File: config.mk
export PLATFORM = sky130hd
export DESIGN_NAME = timer_readback_and_latch
export DESIGN_NICKNAME = d
export VERILOG_FILES = /design/src/timer_rb_pkg.sv /design/src/timer_readback_and_latch.sv /design/src/cmd_decode.sv /design/src/counter_snapshot.sv
export SDC_FILE = /design/constraint.sdc
export NUM_CORES = 1
export LEC_CHECK = 0
export ABC_CLOCK_PERIOD_IN_PS = 2500
export BUFFER_PORTS_ARGS = -buffer_cell sky130_fd_sc_hd__buf_2
export CAP_MARGIN = 25
export CELL_PAD_IN_SITES_DETAIL_PLACEMENT = 1
export CELL_PAD_IN_SITES_GLOBAL_PLACEMENT = 1
export CORE_ASPECT_RATIO = 0.9
export CORE_MARGIN = 5
export CORE_UTILIZATION = 40
export DETAILED_ROUTE_END_ITERATION = 10
export PLACE_DENSITY_LB_ADDON = 0.1
export SETUP_SLACK_MARGIN = 0.1
export SLEW_MARGIN = 20
export SYNTH_ARGS = -nofsm -noshare
export SYNTH_HDL_FRONTEND = slang
export SYNTH_SLANG_ARGS = --single-unit
File: constraint.sdc
create_clock -name clk_sys -period 2.5 [get_ports clk_sys]
set_clock_uncertainty 0.05 [all_clocks]
set_input_delay 0.5 -clock clk_sys [delete_from_list [all_inputs] [get_ports clk_sys]]
set_output_delay 0.5 -clock clk_sys [all_outputs]
set_load 0.05 [all_outputs]
File: src/timer_rb_pkg.sv
package timer_rb_pkg;

  // ----------------------------------------------------------------
  // sizes
  // ----------------------------------------------------------------
  localparam int NUM_CNT = 3;
  localparam int CNT_W = 16;

  // ----------------------------------------------------------------
  // i/o port map
  // ----------------------------------------------------------------
  localparam logic [15:0] PORT_CNT_BASE = 16'h0040; // counter n at base+n
  localparam logic [15:0] PORT_CTRL = 16'h0043;

  // ----------------------------------------------------------------
  // command word fields
  // ----------------------------------------------------------------
  localparam int SEL_HI = 7;
  localparam int SEL_LO = 6;
  localparam int RB_NCOUNT = 5;
  localparam int RB_NSTATUS = 4;
  localparam int RB_SEL0 = 1;
  localparam int RW_HI = 5;
  localparam int RW_LO = 4;
  localparam int MODE_HI = 3;
  localparam int MODE_LO = 1;
  localparam int BCD_BIT = 0;

  localparam logic [1:0] SEL_READBACK = 2'h3;
  localparam logic [1:0] RW_LATCH = 2'h0;
  localparam logic [1:0] RW_LSB = 2'h1;
  localparam logic [1:0] RW_MSB = 2'h2;
  localparam logic [1:0] RW_BOTH = 2'h3;

  // ----------------------------------------------------------------
  // status byte layout
  // ----------------------------------------------------------------
  localparam int ST_OUT = 7;
  localparam int ST_NULL = 6;

  // ----------------------------------------------------------------
  // values after reset
  // ----------------------------------------------------------------
  localparam logic [1:0] RST_RW = 2'h3;
  localparam logic [2:0] RST_MODE = 3'h0;
  localparam logic RST_BCD = 1'b0;
  localparam logic [7:0] RST_BYTE = 8'h00;
  localparam logic [15:0] RST_COUNT = 16'h0000;
  localparam logic [7:0] IDLE_RDATA = 8'hFF;

endpackage

File: src/timer_readback_and_latch.sv
`timescale 1ns/1ps
`default_nettype none


module timer_readback_and_latch
  import timer_rb_pkg::*;
(
  input wire logic clk_sys,
  input wire logic arst_n,
  input wire logic [15:0] io_addr,
  input wire logic io_wr,
  input wire logic io_rd,
  input wire logic [7:0] io_wdata,
  input wire logic [CNT_W-1:0] live_count0,
  input wire logic [CNT_W-1:0] live_count1,
  input wire logic [CNT_W-1:0] live_count2,
  input wire logic [NUM_CNT-1:0] out_level,
  input wire logic [NUM_CNT-1:0] null_count,
  output logic [7:0] io_rdata,
  output logic io_rdata_valid,
  output logic [1:0] rw_mode0,
  output logic [1:0] rw_mode1,
  output logic [1:0] rw_mode2,
  output logic [2:0] count_mode0,
  output logic [2:0] count_mode1,
  output logic [2:0] count_mode2,
  output logic [NUM_CNT-1:0] bcd_sel,
  output logic [NUM_CNT-1:0] count_held,
  output logic [NUM_CNT-1:0] status_held
);

  // ----------------------------------------------------------------
  // port decode
  // ----------------------------------------------------------------
  logic ctrl_wr;
  logic [NUM_CNT-1:0] port_rd;
  logic [NUM_CNT-1:0] cap_count;
  logic [NUM_CNT-1:0] cap_status;
  logic [NUM_CNT-1:0] cfg_we;
  logic [CNT_W-1:0] live [NUM_CNT];
  logic [7:0] rd_byte [NUM_CNT];
  logic [1:0] rw_q [NUM_CNT];
  logic [2:0] mode_q [NUM_CNT];

  // a read in the same cycle wins; the write is dropped so that the
  // capture and release paths never fight over one snapshot
  assign ctrl_wr = io_wr & ~io_rd & (io_addr == PORT_CTRL);

  assign live[0] = live_count0;
  assign live[1] = live_count1;
  assign live[2] = live_count2;

  cmd_decode u_dec (
    .ctrl_wr(ctrl_wr),
    .cmd(io_wdata),
    .cap_count(cap_count),
    .cap_status(cap_status),
    .cfg_we(cfg_we)
  );

  // ----------------------------------------------------------------
  // per-counter configuration, capture and byte sequencing
  // ----------------------------------------------------------------
  generate
    for (genvar i = 0; i < NUM_CNT; i++) begin : g_cnt
      logic [1:0] rw_r;
      logic [1:0] rw_nxt;
      logic [2:0] mode_r;
      logic [2:0] mode_nxt;
      logic bcd_r;
      logic bcd_nxt;
      logic hi_r;
      logic hi_nxt;
      logic rel_count;
      logic rel_status;
      logic last_byte;
      logic [7:0] status_byte;
      logic [7:0] byte_out;
      logic [CNT_W-1:0] src;
      logic held_c;
      logic held_s;
      logic [CNT_W-1:0] snap_c;
      logic [7:0] snap_s;

      // data ports sit at consecutive addresses from the base
      assign port_rd[i] = io_rd & (io_addr == PORT_CNT_BASE + 16'(i));

      // status byte as it stands now, frozen only by a capture
      assign status_byte = {out_level[i], null_count[i], rw_r, mode_r,
                            bcd_r};

      counter_snapshot u_snap (
        .clk_sys(clk_sys),
        .arst_n(arst_n),
        .cap_count(cap_count[i]),
        .cap_status(cap_status[i]),
        .rel_count(rel_count),
        .rel_status(rel_status),
        .live_count(live[i]),
        .status_in(status_byte),
        .count_held_r(held_c),
        .status_held_r(held_s),
        .snap_count_r(snap_c),
        .snap_status_r(snap_s)
      );

      // next configuration, read byte and release strobes
      always_comb begin
        rw_nxt = rw_r;
        mode_nxt = mode_r;
        bcd_nxt = bcd_r;
        hi_nxt = hi_r;
        rel_count = 1'b0;
        rel_status = 1'b0;
        last_byte = 1'b1;
        // a fresh configuration restarts the byte order at the low byte
        if (cfg_we[i]) begin
          rw_nxt = io_wdata[RW_HI:RW_LO];
          mode_nxt = io_wdata[MODE_HI:MODE_LO];
          bcd_nxt = io_wdata[BCD_BIT];
          hi_nxt = 1'b0;
        end
        src = held_c ? snap_c : live[i];
        unique case (rw_r)
          RW_LSB: byte_out = src[7:0];
          RW_MSB: byte_out = src[15:8];
          default: begin
            // latch code never reaches rw_r, so this is lsb-then-msb
            byte_out = hi_r ? src[15:8] : src[7:0];
            last_byte = hi_r;
          end
        endcase
        if (held_s) begin
          byte_out = snap_s;
        end
        if (port_rd[i]) begin
          if (held_s) begin
            rel_status = 1'b1;
          end else begin
            // own pointer per counter, so other ports may interleave
            if (rw_r == RW_BOTH) begin
              hi_nxt = ~hi_r;
            end
            if (held_c && last_byte) begin
              rel_count = 1'b1;
            end
          end
        end
      end

      // register stage
      always_ff @(posedge clk_sys or negedge arst_n) begin
        if (!arst_n) begin
          rw_r <= RST_RW;
          mode_r <= RST_MODE;
          bcd_r <= RST_BCD;
          hi_r <= 1'b0;
        end else begin
          rw_r <= rw_nxt;
          mode_r <= mode_nxt;
          bcd_r <= bcd_nxt;
          hi_r <= hi_nxt;
        end
      end

      assign rd_byte[i] = byte_out;
      assign rw_q[i] = rw_r;
      assign mode_q[i] = mode_r;
      assign bcd_sel[i] = bcd_r;
      assign count_held[i] = held_c;
      assign status_held[i] = held_s;
    end
  endgenerate

  // ----------------------------------------------------------------
  // read data return
  // ----------------------------------------------------------------
  logic [7:0] rdata_r;
  logic [7:0] rdata_nxt;
  logic valid_r;
  logic valid_nxt;

  // the command port is write-only, so it and unmapped ports read idle;
  // between reads the last answer is kept for a slow host
  always_comb begin
    rdata_nxt = rdata_r;
    valid_nxt = io_rd;
    if (io_rd) begin
      rdata_nxt = IDLE_RDATA;
    end
    for (int i = 0; i < NUM_CNT; i++) begin
      if (port_rd[i]) begin
        rdata_nxt = rd_byte[i];
      end
    end
  end

  // one-cycle read answer, held until the next read
  always_ff @(posedge clk_sys or negedge arst_n) begin
    if (!arst_n) begin
      rdata_r <= IDLE_RDATA;
      valid_r <= 1'b0;
    end else begin
      valid_r <= valid_nxt;
      rdata_r <= rdata_nxt;
    end
  end

  assign io_rdata = rdata_r;
  assign io_rdata_valid = valid_r;
  assign rw_mode0 = rw_q[0];
  assign rw_mode1 = rw_q[1];
  assign rw_mode2 = rw_q[2];
  assign count_mode0 = mode_q[0];
  assign count_mode1 = mode_q[1];
  assign count_mode2 = mode_q[2];

endmodule

`default_nettype wire

File: src/cmd_decode.sv
`timescale 1ns/1ps
`default_nettype none

// ------------------------------------------------------------------
// command word decoder
// ------------------------------------------------------------------
module cmd_decode
  import timer_rb_pkg::*;
(
  input wire logic ctrl_wr,
  input wire logic [7:0] cmd,
  output logic [NUM_CNT-1:0] cap_count,
  output logic [NUM_CNT-1:0] cap_status,
  output logic [NUM_CNT-1:0] cfg_we
);

  // sort a control write into read-back, count latch or configuration
  always_comb begin
    cap_count = '0;
    cap_status = '0;
    cfg_we = '0;
    if (ctrl_wr) begin
      if (cmd[SEL_HI:SEL_LO] == SEL_READBACK) begin
        // bit 0 is left to software and never looked at
        for (int i = 0; i < NUM_CNT; i++) begin
          cap_count[i] = cmd[RB_SEL0 + i] & ~cmd[RB_NCOUNT];
          cap_status[i] = cmd[RB_SEL0 + i] & ~cmd[RB_NSTATUS];
        end
      end else begin
        for (int i = 0; i < NUM_CNT; i++) begin
          if (cmd[SEL_HI:SEL_LO] == 2'(i)) begin
            if (cmd[RW_HI:RW_LO] == RW_LATCH) begin
              cap_count[i] = 1'b1;
            end else begin
              cfg_we[i] = 1'b1;
            end
          end
        end
      end
    end
  end

endmodule

`default_nettype wire

File: src/counter_snapshot.sv
`timescale 1ns/1ps
`default_nettype none

// ------------------------------------------------------------------
// per-counter capture of count and status
// ------------------------------------------------------------------
module counter_snapshot
  import timer_rb_pkg::*;
(
  input wire logic clk_sys,
  input wire logic arst_n,
  input wire logic cap_count,
  input wire logic cap_status,
  input wire logic rel_count,
  input wire logic rel_status,
  input wire logic [CNT_W-1:0] live_count,
  input wire logic [7:0] status_in,
  output logic count_held_r,
  output logic status_held_r,
  output logic [CNT_W-1:0] snap_count_r,
  output logic [7:0] snap_status_r
);

  logic count_held_nxt;
  logic status_held_nxt;
  logic [CNT_W-1:0] snap_count_nxt;
  logic [7:0] snap_status_nxt;

  // a held snapshot refuses a new capture until it is read out
  always_comb begin
    count_held_nxt = count_held_r;
    status_held_nxt = status_held_r;
    snap_count_nxt = snap_count_r;
    snap_status_nxt = snap_status_r;
    if (rel_count) begin
      count_held_nxt = 1'b0;
    end
    if (rel_status) begin
      status_held_nxt = 1'b0;
    end
    if (cap_count && !count_held_r) begin
      count_held_nxt = 1'b1;
      snap_count_nxt = live_count;
    end
    if (cap_status && !status_held_r) begin
      status_held_nxt = 1'b1;
      snap_status_nxt = status_in;
    end
  end

  // register stage
  always_ff @(posedge clk_sys or negedge arst_n) begin
    if (!arst_n) begin
      count_held_r <= 1'b0;
      status_held_r <= 1'b0;
      snap_count_r <= RST_COUNT;
      snap_status_r <= RST_BYTE;
    end else begin
      count_held_r <= count_held_nxt;
      status_held_r <= status_held_nxt;
      snap_count_r <= snap_count_nxt;
      snap_status_r <= snap_status_nxt;
    end
  end

endmodule

`default_nettype wire

==> flow_metrics.env, run 1 <==
export IMPL_fin_crit_ns=2.371
export IMPL_overflow=0
export IMPL_leakage_nw=3.621
export IMPL_critPathSlowestCell="dfstp_2"
export IMPL_rows=41
export IMPL_yosysTopAreaCell="dfrtp_1"
export IMPL_drt_iter0_markers=231
export IMPL_maxCapViolCount=0
export IMPL_hold_ws_ns=0.07557
export IMPL_clock_latency_ns=0.36
export IMPL_grt_pass1_vias=4695
export IMPL_die_area_um2=16930
export IMPL_num_vias=4360
export IMPL_worstPathMaxFanout=8
export IMPL_ant_nets=0
export IMPL_fillers=1527
export IMPL_grt_pass1_wl_mm=25.72
export IMPL_setup_viol=0
export IMPL_place_ws_ns=-0.02909
export IMPL_max_slew_worst_pin_slew_ns=0.7806
export IMPL_io_pins=115
export IMPL_drive_gt1_share_pct=47.78
export IMPL_synthCells=476
export IMPL_diodes=0
export IMPL_async_flop_share_pct=100.0
export IMPL_area_delta_synth_final_pct=23.88
export IMPL_crit_type="register to register"
export IMPL_critical_path_max_stage_delay_ns=0.53
export IMPL_routedWlPerCell_um=20.19
export IMPL_ys_top_cells_by_count="94 x dfrtp_1, 77 x mux2_2, 53 x mux2i_1"
export IMPL_fp_dieH_um=123.9
export IMPL_synth_nets=567
export IMPL_cts_buffers=9
export IMPL_slew_violations=0
export IMPL_antenna_found_initial=0
export IMPL_dpl_hpwl_mm=12.48
export IMPL_cts_tree="done"
export IMPL_die_w_um=136.6
export IMPL_status="complete, no violations"
export IMPL_fmax_ghz=0.4217
export IMPL_powerDensity_nw_per_um2=499.5
export IMPL_synth_area_leaders="dfrtp_1 41%, mux2_2 15%, mux2i_1 9.2%"
export IMPL_start_util_pct=40.89
export IMPL_clkSlewWorstSetupHoldPaths_ns=0.08
export IMPL_fin_crit_sh_pct=94.84
export IMPL_coreArea_um2=14110
export IMPL_fin_nets=693
export IMPL_vdd_drop_max_v=0.0003255
export IMPL_cp_cell_sequence="inv_1 -> ha_4 -> mux2i_4 -> o32ai_1 -> a221oi_2 -> nor2_1 -> a221o_1"
export IMPL_cts_htree_levels=3
export IMPL_min_path_type="primary input to asynchronous set/reset pin"
export IMPL_ys_warn_count=0
export IMPL_grt_start_max_net_pins=44
export IMPL_synth_cell_type_count=47
export IMPL_rsz0062_at_grt="true"
export IMPL_clk_path_buf_depth=2
export IMPL_regArea_um2=2720
export IMPL_worstSetupStartpointType="register"
export IMPL_yosysMostFrequentCell="dfrtp_1"
export IMPL_hold_viol_final=0
export IMPL_port_buffer_count=114
export IMPL_grt_usage_pct=19.86
export IMPL_cts_sinks=108
export IMPL_wl_mm=16.15
export IMPL_synth_enable_flop_cells=0
export IMPL_synth_top_area_share_pct=40.78
export IMPL_syn_area_um2=5768
export IMPL_clockRootBuffer="clkbuf_16"
export IMPL_yosys_register_bits=108
export IMPL_crit_path_end_kind="register"
export IMPL_ys_flop_type="dfrtp_1"
export IMPL_viasPerCell=5.450
export IMPL_first_pass_iters=4
export IMPL_relSlewSlack_pct=47.85
export IMPL_fin_ws_ns=0.1289
export IMPL_gp_routability_congestion=0.7972
export IMPL_syn_avg_cell_area_um2=12.12
export IMPL_yosysSeqAreaShare_pct=47.16
export IMPL_required_ns=2.74
export IMPL_hold_buffers=0
export IMPL_multiInputGateArea_um2=2914
export IMPL_crit_arrival_ns=2.61
export IMPL_drc=0
==> worst max-delay path: cells and delay by family, from the launching register on <==
kind / cells / cell delay, ns
adders and majority gates: 1 / 0.31
muxes: 1 / 0.39
and+or+nand+nor: 1 / 0.12
AOI/OAI and AO/OA: 3 / 0.83
buffers and inverters: 1 / 0.07
DFF: 1 / 0.53
==> power breakdown <==
part	leakage, nW	internal, mW	switching, mW	total, mW
sequential	1.45	1.76	0.00664	1.77
combinational	2.02	0.106	0.189	0.295
clock	0.151	0.816	0.688	1.50
==> cell usage in the layout, fill, tap and decap left out, types with 9 or more instances in the layout <==
cell type / count
dfstp_2: 14
mux2i_1: 52
nor2_1: 22
o32ai_1: 11
buf_4: 27
buf_2: 113
dfrtp_1: 94
clkbuf_16: 9
a21oi_1: 10
o21ai_0: 22
mux2_4: 9
inv_1: 19
mux2_2: 77
nand2_1: 23
==> flip-flops by register name (all words and copies together), names as in the netlist <==
register and flops:
g_cnt.u_snap.snap_count_r 48, g_cnt.u_snap.snap_status_r 24, io_rdata 8, count_mode0 3
count_mode1 3, count_mode2 3, g_cnt.bcd_r 3, g_cnt.hi_r 3
g_cnt.u_snap.count_held_r 3, g_cnt.u_snap.status_held_r 3, rw_mode0 2, rw_mode1 2
rw_mode2 2, io_rdata_valid 1
==> per-stage QoR <==
step                       TNS [ns]  utilization (%)  std cells  cell area, µm²  power (mW)
final                             0            50.65        800            7146       3.570
after global routing              0            50.65        800            7146       3.702
after CTS                         0            50.10        799            7068       3.615
after detailed placement    -0.3231            47.86        783            6751       2.095
after global placement    -0.004536            47.86        783            6751       2.087
after floorplan                   0                -        476            5797       1.921
==> path summary, 6_finish.rpt <==
path | cells past startpoint | endpoint | slack, ns | start
worst max-delay path | 7 | io_rdata[4] | 0.13 | rw_mode0[0]
worst min-delay path | 1 | g_cnt[0].u_snap.snap_count_r[5] | 0.08 | arst_n
worst max register to register | 7 | io_rdata[4] | 0.13 | rw_mode0[0]
worst min register to register | 1 | g_cnt[1].u_snap.snap_count_r[13] | 0.46 | g_cnt[1].u_snap.snap_count_r[13]
max in group asynchronous | 2 | rw_mode0[1] | 1.58 | arst_n
min in group clk_sys | 2 | g_cnt[2].u_snap.snap_status_r[7] | 0.33 | out_level[2]
==> kinds of logic (layout without fill, tap and decap cells) <==
kind of cell               after synthesis  in the layout  share of synthesized area [%]
muxes                                  139            139                          26.57
DFF                                    108            108                          47.16
AOI/OAI and AO/OA                       85             85                          10.82
and+or+nand+nor                         85             85                          9.371
buffers and inverters                   50            181                          4.121
adders and majority gates                9              9                          1.952
==> metal layers <==
| layer | GRT usage, % | part of all wire, % | vias to the layer above | wire, µm |
|---|---|---|---|---|
| li1 | - | - | 2023 | - |
| met1 | 27.90 | 48 | 2236 | 7689 |
| met2 | 31.71 | 47 | 88 | 7615 |
| met3 | 3.918 | 4.2 | 13 | 672 |
| met4 | 4.912 | 1.1 | 0 | 176 |
| met5 | 0 | 0 | - | 0 |
==> final cells by class <==
type / instances / share of cell area (%)
well taps: 193 / 3.379
multi-input cells: 318 / 40.78
repair buffers: 146 / 12.43
clock inverters: 6 / 0.9981
inverters: 19 / 0.9981
clock buffers: 10 / 3.344
flip-flops and latches: 108 / 38.07
==> timing repair <==
item	in CTS	in global routing
resized for setup	1	11
pin swaps	0	6
setup buffers	0	1
endpoints found under the setup margin	1	8
Note: power is estimated with default switching activity, not from simulation.
==> inputs of run 2 (changes only) <==
- CORE_MARGIN: 5 -> 3
- GPL_ROUTABILITY_DRIVEN: not set -> 0
==> run 2 against run 1 <==
Total power decreased by 1.1%. Via count up 1.2%. Sequential power barely moved. Combinational power up 6%. Setup slack got worse by 0.058 ns. Clock power shrank 3%. Critical path depth increased by 1. Largest power group unchanged. Utilization increased by 2.6 points. Sequential share of layout area shrank 0.80 points. Global-route usage rose by 0.68 points.
==> flow_metrics.env, run 2 (same netlist as run 1, synthesis figures left out) <==
export IMPL_min_path_type="primary input to asynchronous set/reset pin"
export IMPL_cts_htree_levels=3
export IMPL_powerDensity_nw_per_um2=483.7
export IMPL_die_w_um=132.6
export IMPL_dpl_hpwl_mm=11.97
export IMPL_hold_buffers=0
export IMPL_cts_tree="done"
export IMPL_wl_mm=16.36
export IMPL_maxCapViolCount=0
export IMPL_die_area_um2=15900
export IMPL_required_ns=2.74
export IMPL_sw_frac_of_total_pct=23.97
export IMPL_tns_ns=0
export IMPL_fin_nets=714
export IMPL_area_delta_synth_final_pct=26.55
export IMPL_routedWlPerCell_um=20.03
export IMPL_crit_path_end_kind="register"
export IMPL_start_util_pct=42.06
export IMPL_hold_viol_final=0
export IMPL_fin_crit_sh_pct=97.17
export IMPL_clock_latency_ns=0.36
export IMPL_diodes=0
export IMPL_leakage_nw=3.707
export IMPL_top_register="g_cnt.u_snap.snap_count_r"
export IMPL_status="complete, no violations"
export IMPL_clkSlewWorstSetupHoldPaths_ns=0.07
export IMPL_clk_path_buf_depth=2
export IMPL_max_slew_worst_pin_slew_ns=0.9215
export IMPL_ant_nets=0
export IMPL_viasPerCell=5.399
export IMPL_rsz0062_at_grt="true"
export IMPL_num_vias=4411
export IMPL_intPower_mw=2.685
export IMPL_clockRootBuffer="clkbuf_16"
export IMPL_crit_type="register to register"
export IMPL_share_comb_of_total_power_pct=8.8
export IMPL_worstPathMaxFanout=4
export IMPL_fin_crit_ns=2.429
export IMPL_setup_viol=0
export IMPL_first_pass_iters=4
export IMPL_relSlewSlack_pct=38.44
export IMPL_seq_power_share_pct=50.1
export IMPL_slew_violations=0
export IMPL_rows=40
export IMPL_coreArea_um2=13710
export IMPL_grt_start_max_net_pins=109
export IMPL_p_clk_share_pct=41.0
export IMPL_vdd_drop_max_v=0.0003610
export IMPL_ff2ff_path_depth=8
export IMPL_drive_gt1_share_pct=49.84
export IMPL_mostFrequentLayoutCell="buf_2"
export IMPL_antenna_found_initial=0
export IMPL_crit_arrival_ns=2.67
export IMPL_port_buffer_count=114
export IMPL_worstSetupStartpointType="register"
export IMPL_final_cell_mix="113 x buf_2, 94 x dfrtp_1, 77 x mux2_2"
export IMPL_grt_pass1_wl_mm=25.65
export IMPL_fp_dieH_um=119.9
export IMPL_drc=0
export IMPL_overflow=0
export IMPL_drt_iter0_markers=218
export IMPL_grt_usage_pct=20.54
export IMPL_largest_register_ffs=48
export IMPL_grt_pass1_vias=4656
export IMPL_dp_cells=789
export IMPL_fmax_ghz=0.4116
export IMPL_io_pins=115
export IMPL_layout_cells_non_filler=817
export IMPL_cts_buffers=9
export IMPL_cts_sinks=108
export IMPL_p_sw_mw=0.8463
-- run 2: cell types whose count changed in the layout (fill, tap and decap cells not counted), sizes merged --
cell,delta
buf,+21
clkbuf,+2
clkinvlp,-1
inv,-1
-- run 2: worst paths after layout --
path                                                  start                                to  slack [ns]
max                                             rw_mode0[0]                       io_rdata[0]        0.07
min                                                  arst_n  g_cnt[1].u_snap.snap_count_r[15]        0.14
max reg2reg                                     rw_mode0[0]                       io_rdata[0]        0.07
min reg2reg                g_cnt[2].u_snap.snap_count_r[13]  g_cnt[2].u_snap.snap_count_r[13]        0.46
max in group asynchronous                            arst_n                    count_mode2[1]        1.77
min in group clk_sys                          null_count[0]  g_cnt[0].u_snap.snap_status_r[6]        0.32
-- run 2: power groups by stage --
stage	Sequential, mW	Clock, mW	Combinational [mW]
global placement	1.80	0	0.295
floorplan	1.84	0	0.0789
global route	1.77	1.56	0.341
finish	1.77	1.45	0.312
detailed placement	1.80	0	0.304
CTS	1.77	1.49	0.310
-- run 2: per-layer routing --
layer / up-vias / wire length [µm] / track usage (%)
li1: 2051 / - / -
met2: 94 / 7703 / 32.43
met3: 15 / 770 / 4.904
met4: 0 / 197 / 5.000
met1: 2251 / 7692 / 28.66
met5: - / 0 / 0
-- run 2: through the flow --
stage | hold WS [ns] | setup WS [ns] | area [µm²] | power [mW] | util (%)
after floorplan | 0.1544 | 0.07606 | 5797 | 1.921 | -
after global placement | 0.4385 | -0.07392 | 6809 | 2.099 | 49.65
after detailed placement | 0.4470 | -0.1837 | 6809 | 2.108 | 49.65
after global routing | 0.1953 | -0.01512 | 7300 | 3.672 | 53.23
final | 0.1396 | 0.07065 | 7300 | 3.531 | 53.23
after CTS | 0.1986 | 0.04010 | 7196 | 3.575 | 52.47
-- run 2: what timing repair did --
action                                  CTS  global route
pin swaps                                 5             8
buffers inserted                          4             8
gates resized for setup                  11             8
endpoints found under the setup margin    8             8
-- run 2: cell type report --
cell class | count | area, µm²
fill | 1520 | 6414
multi-input combinational | 318 | 2935
sequential | 108 | 2720
timing repair buffer | 167 | 1041
clock buffer | 12 | 246.5
tap | 189 | 236.5
inverter | 19 | 71.32
clock inverter | 4 | 48.80
-- run 2: worst max-delay path: stages, from the launching register on --
cell and delay, ns:
dfstp_2 0.55, inv_2 0.06, ha_4 0.29, mux2i_4 0.31, buf_4 0.17, o32ai_1 0.11, a221oi_2 0.35, nor2_1 0.12
a221o_1 0.36
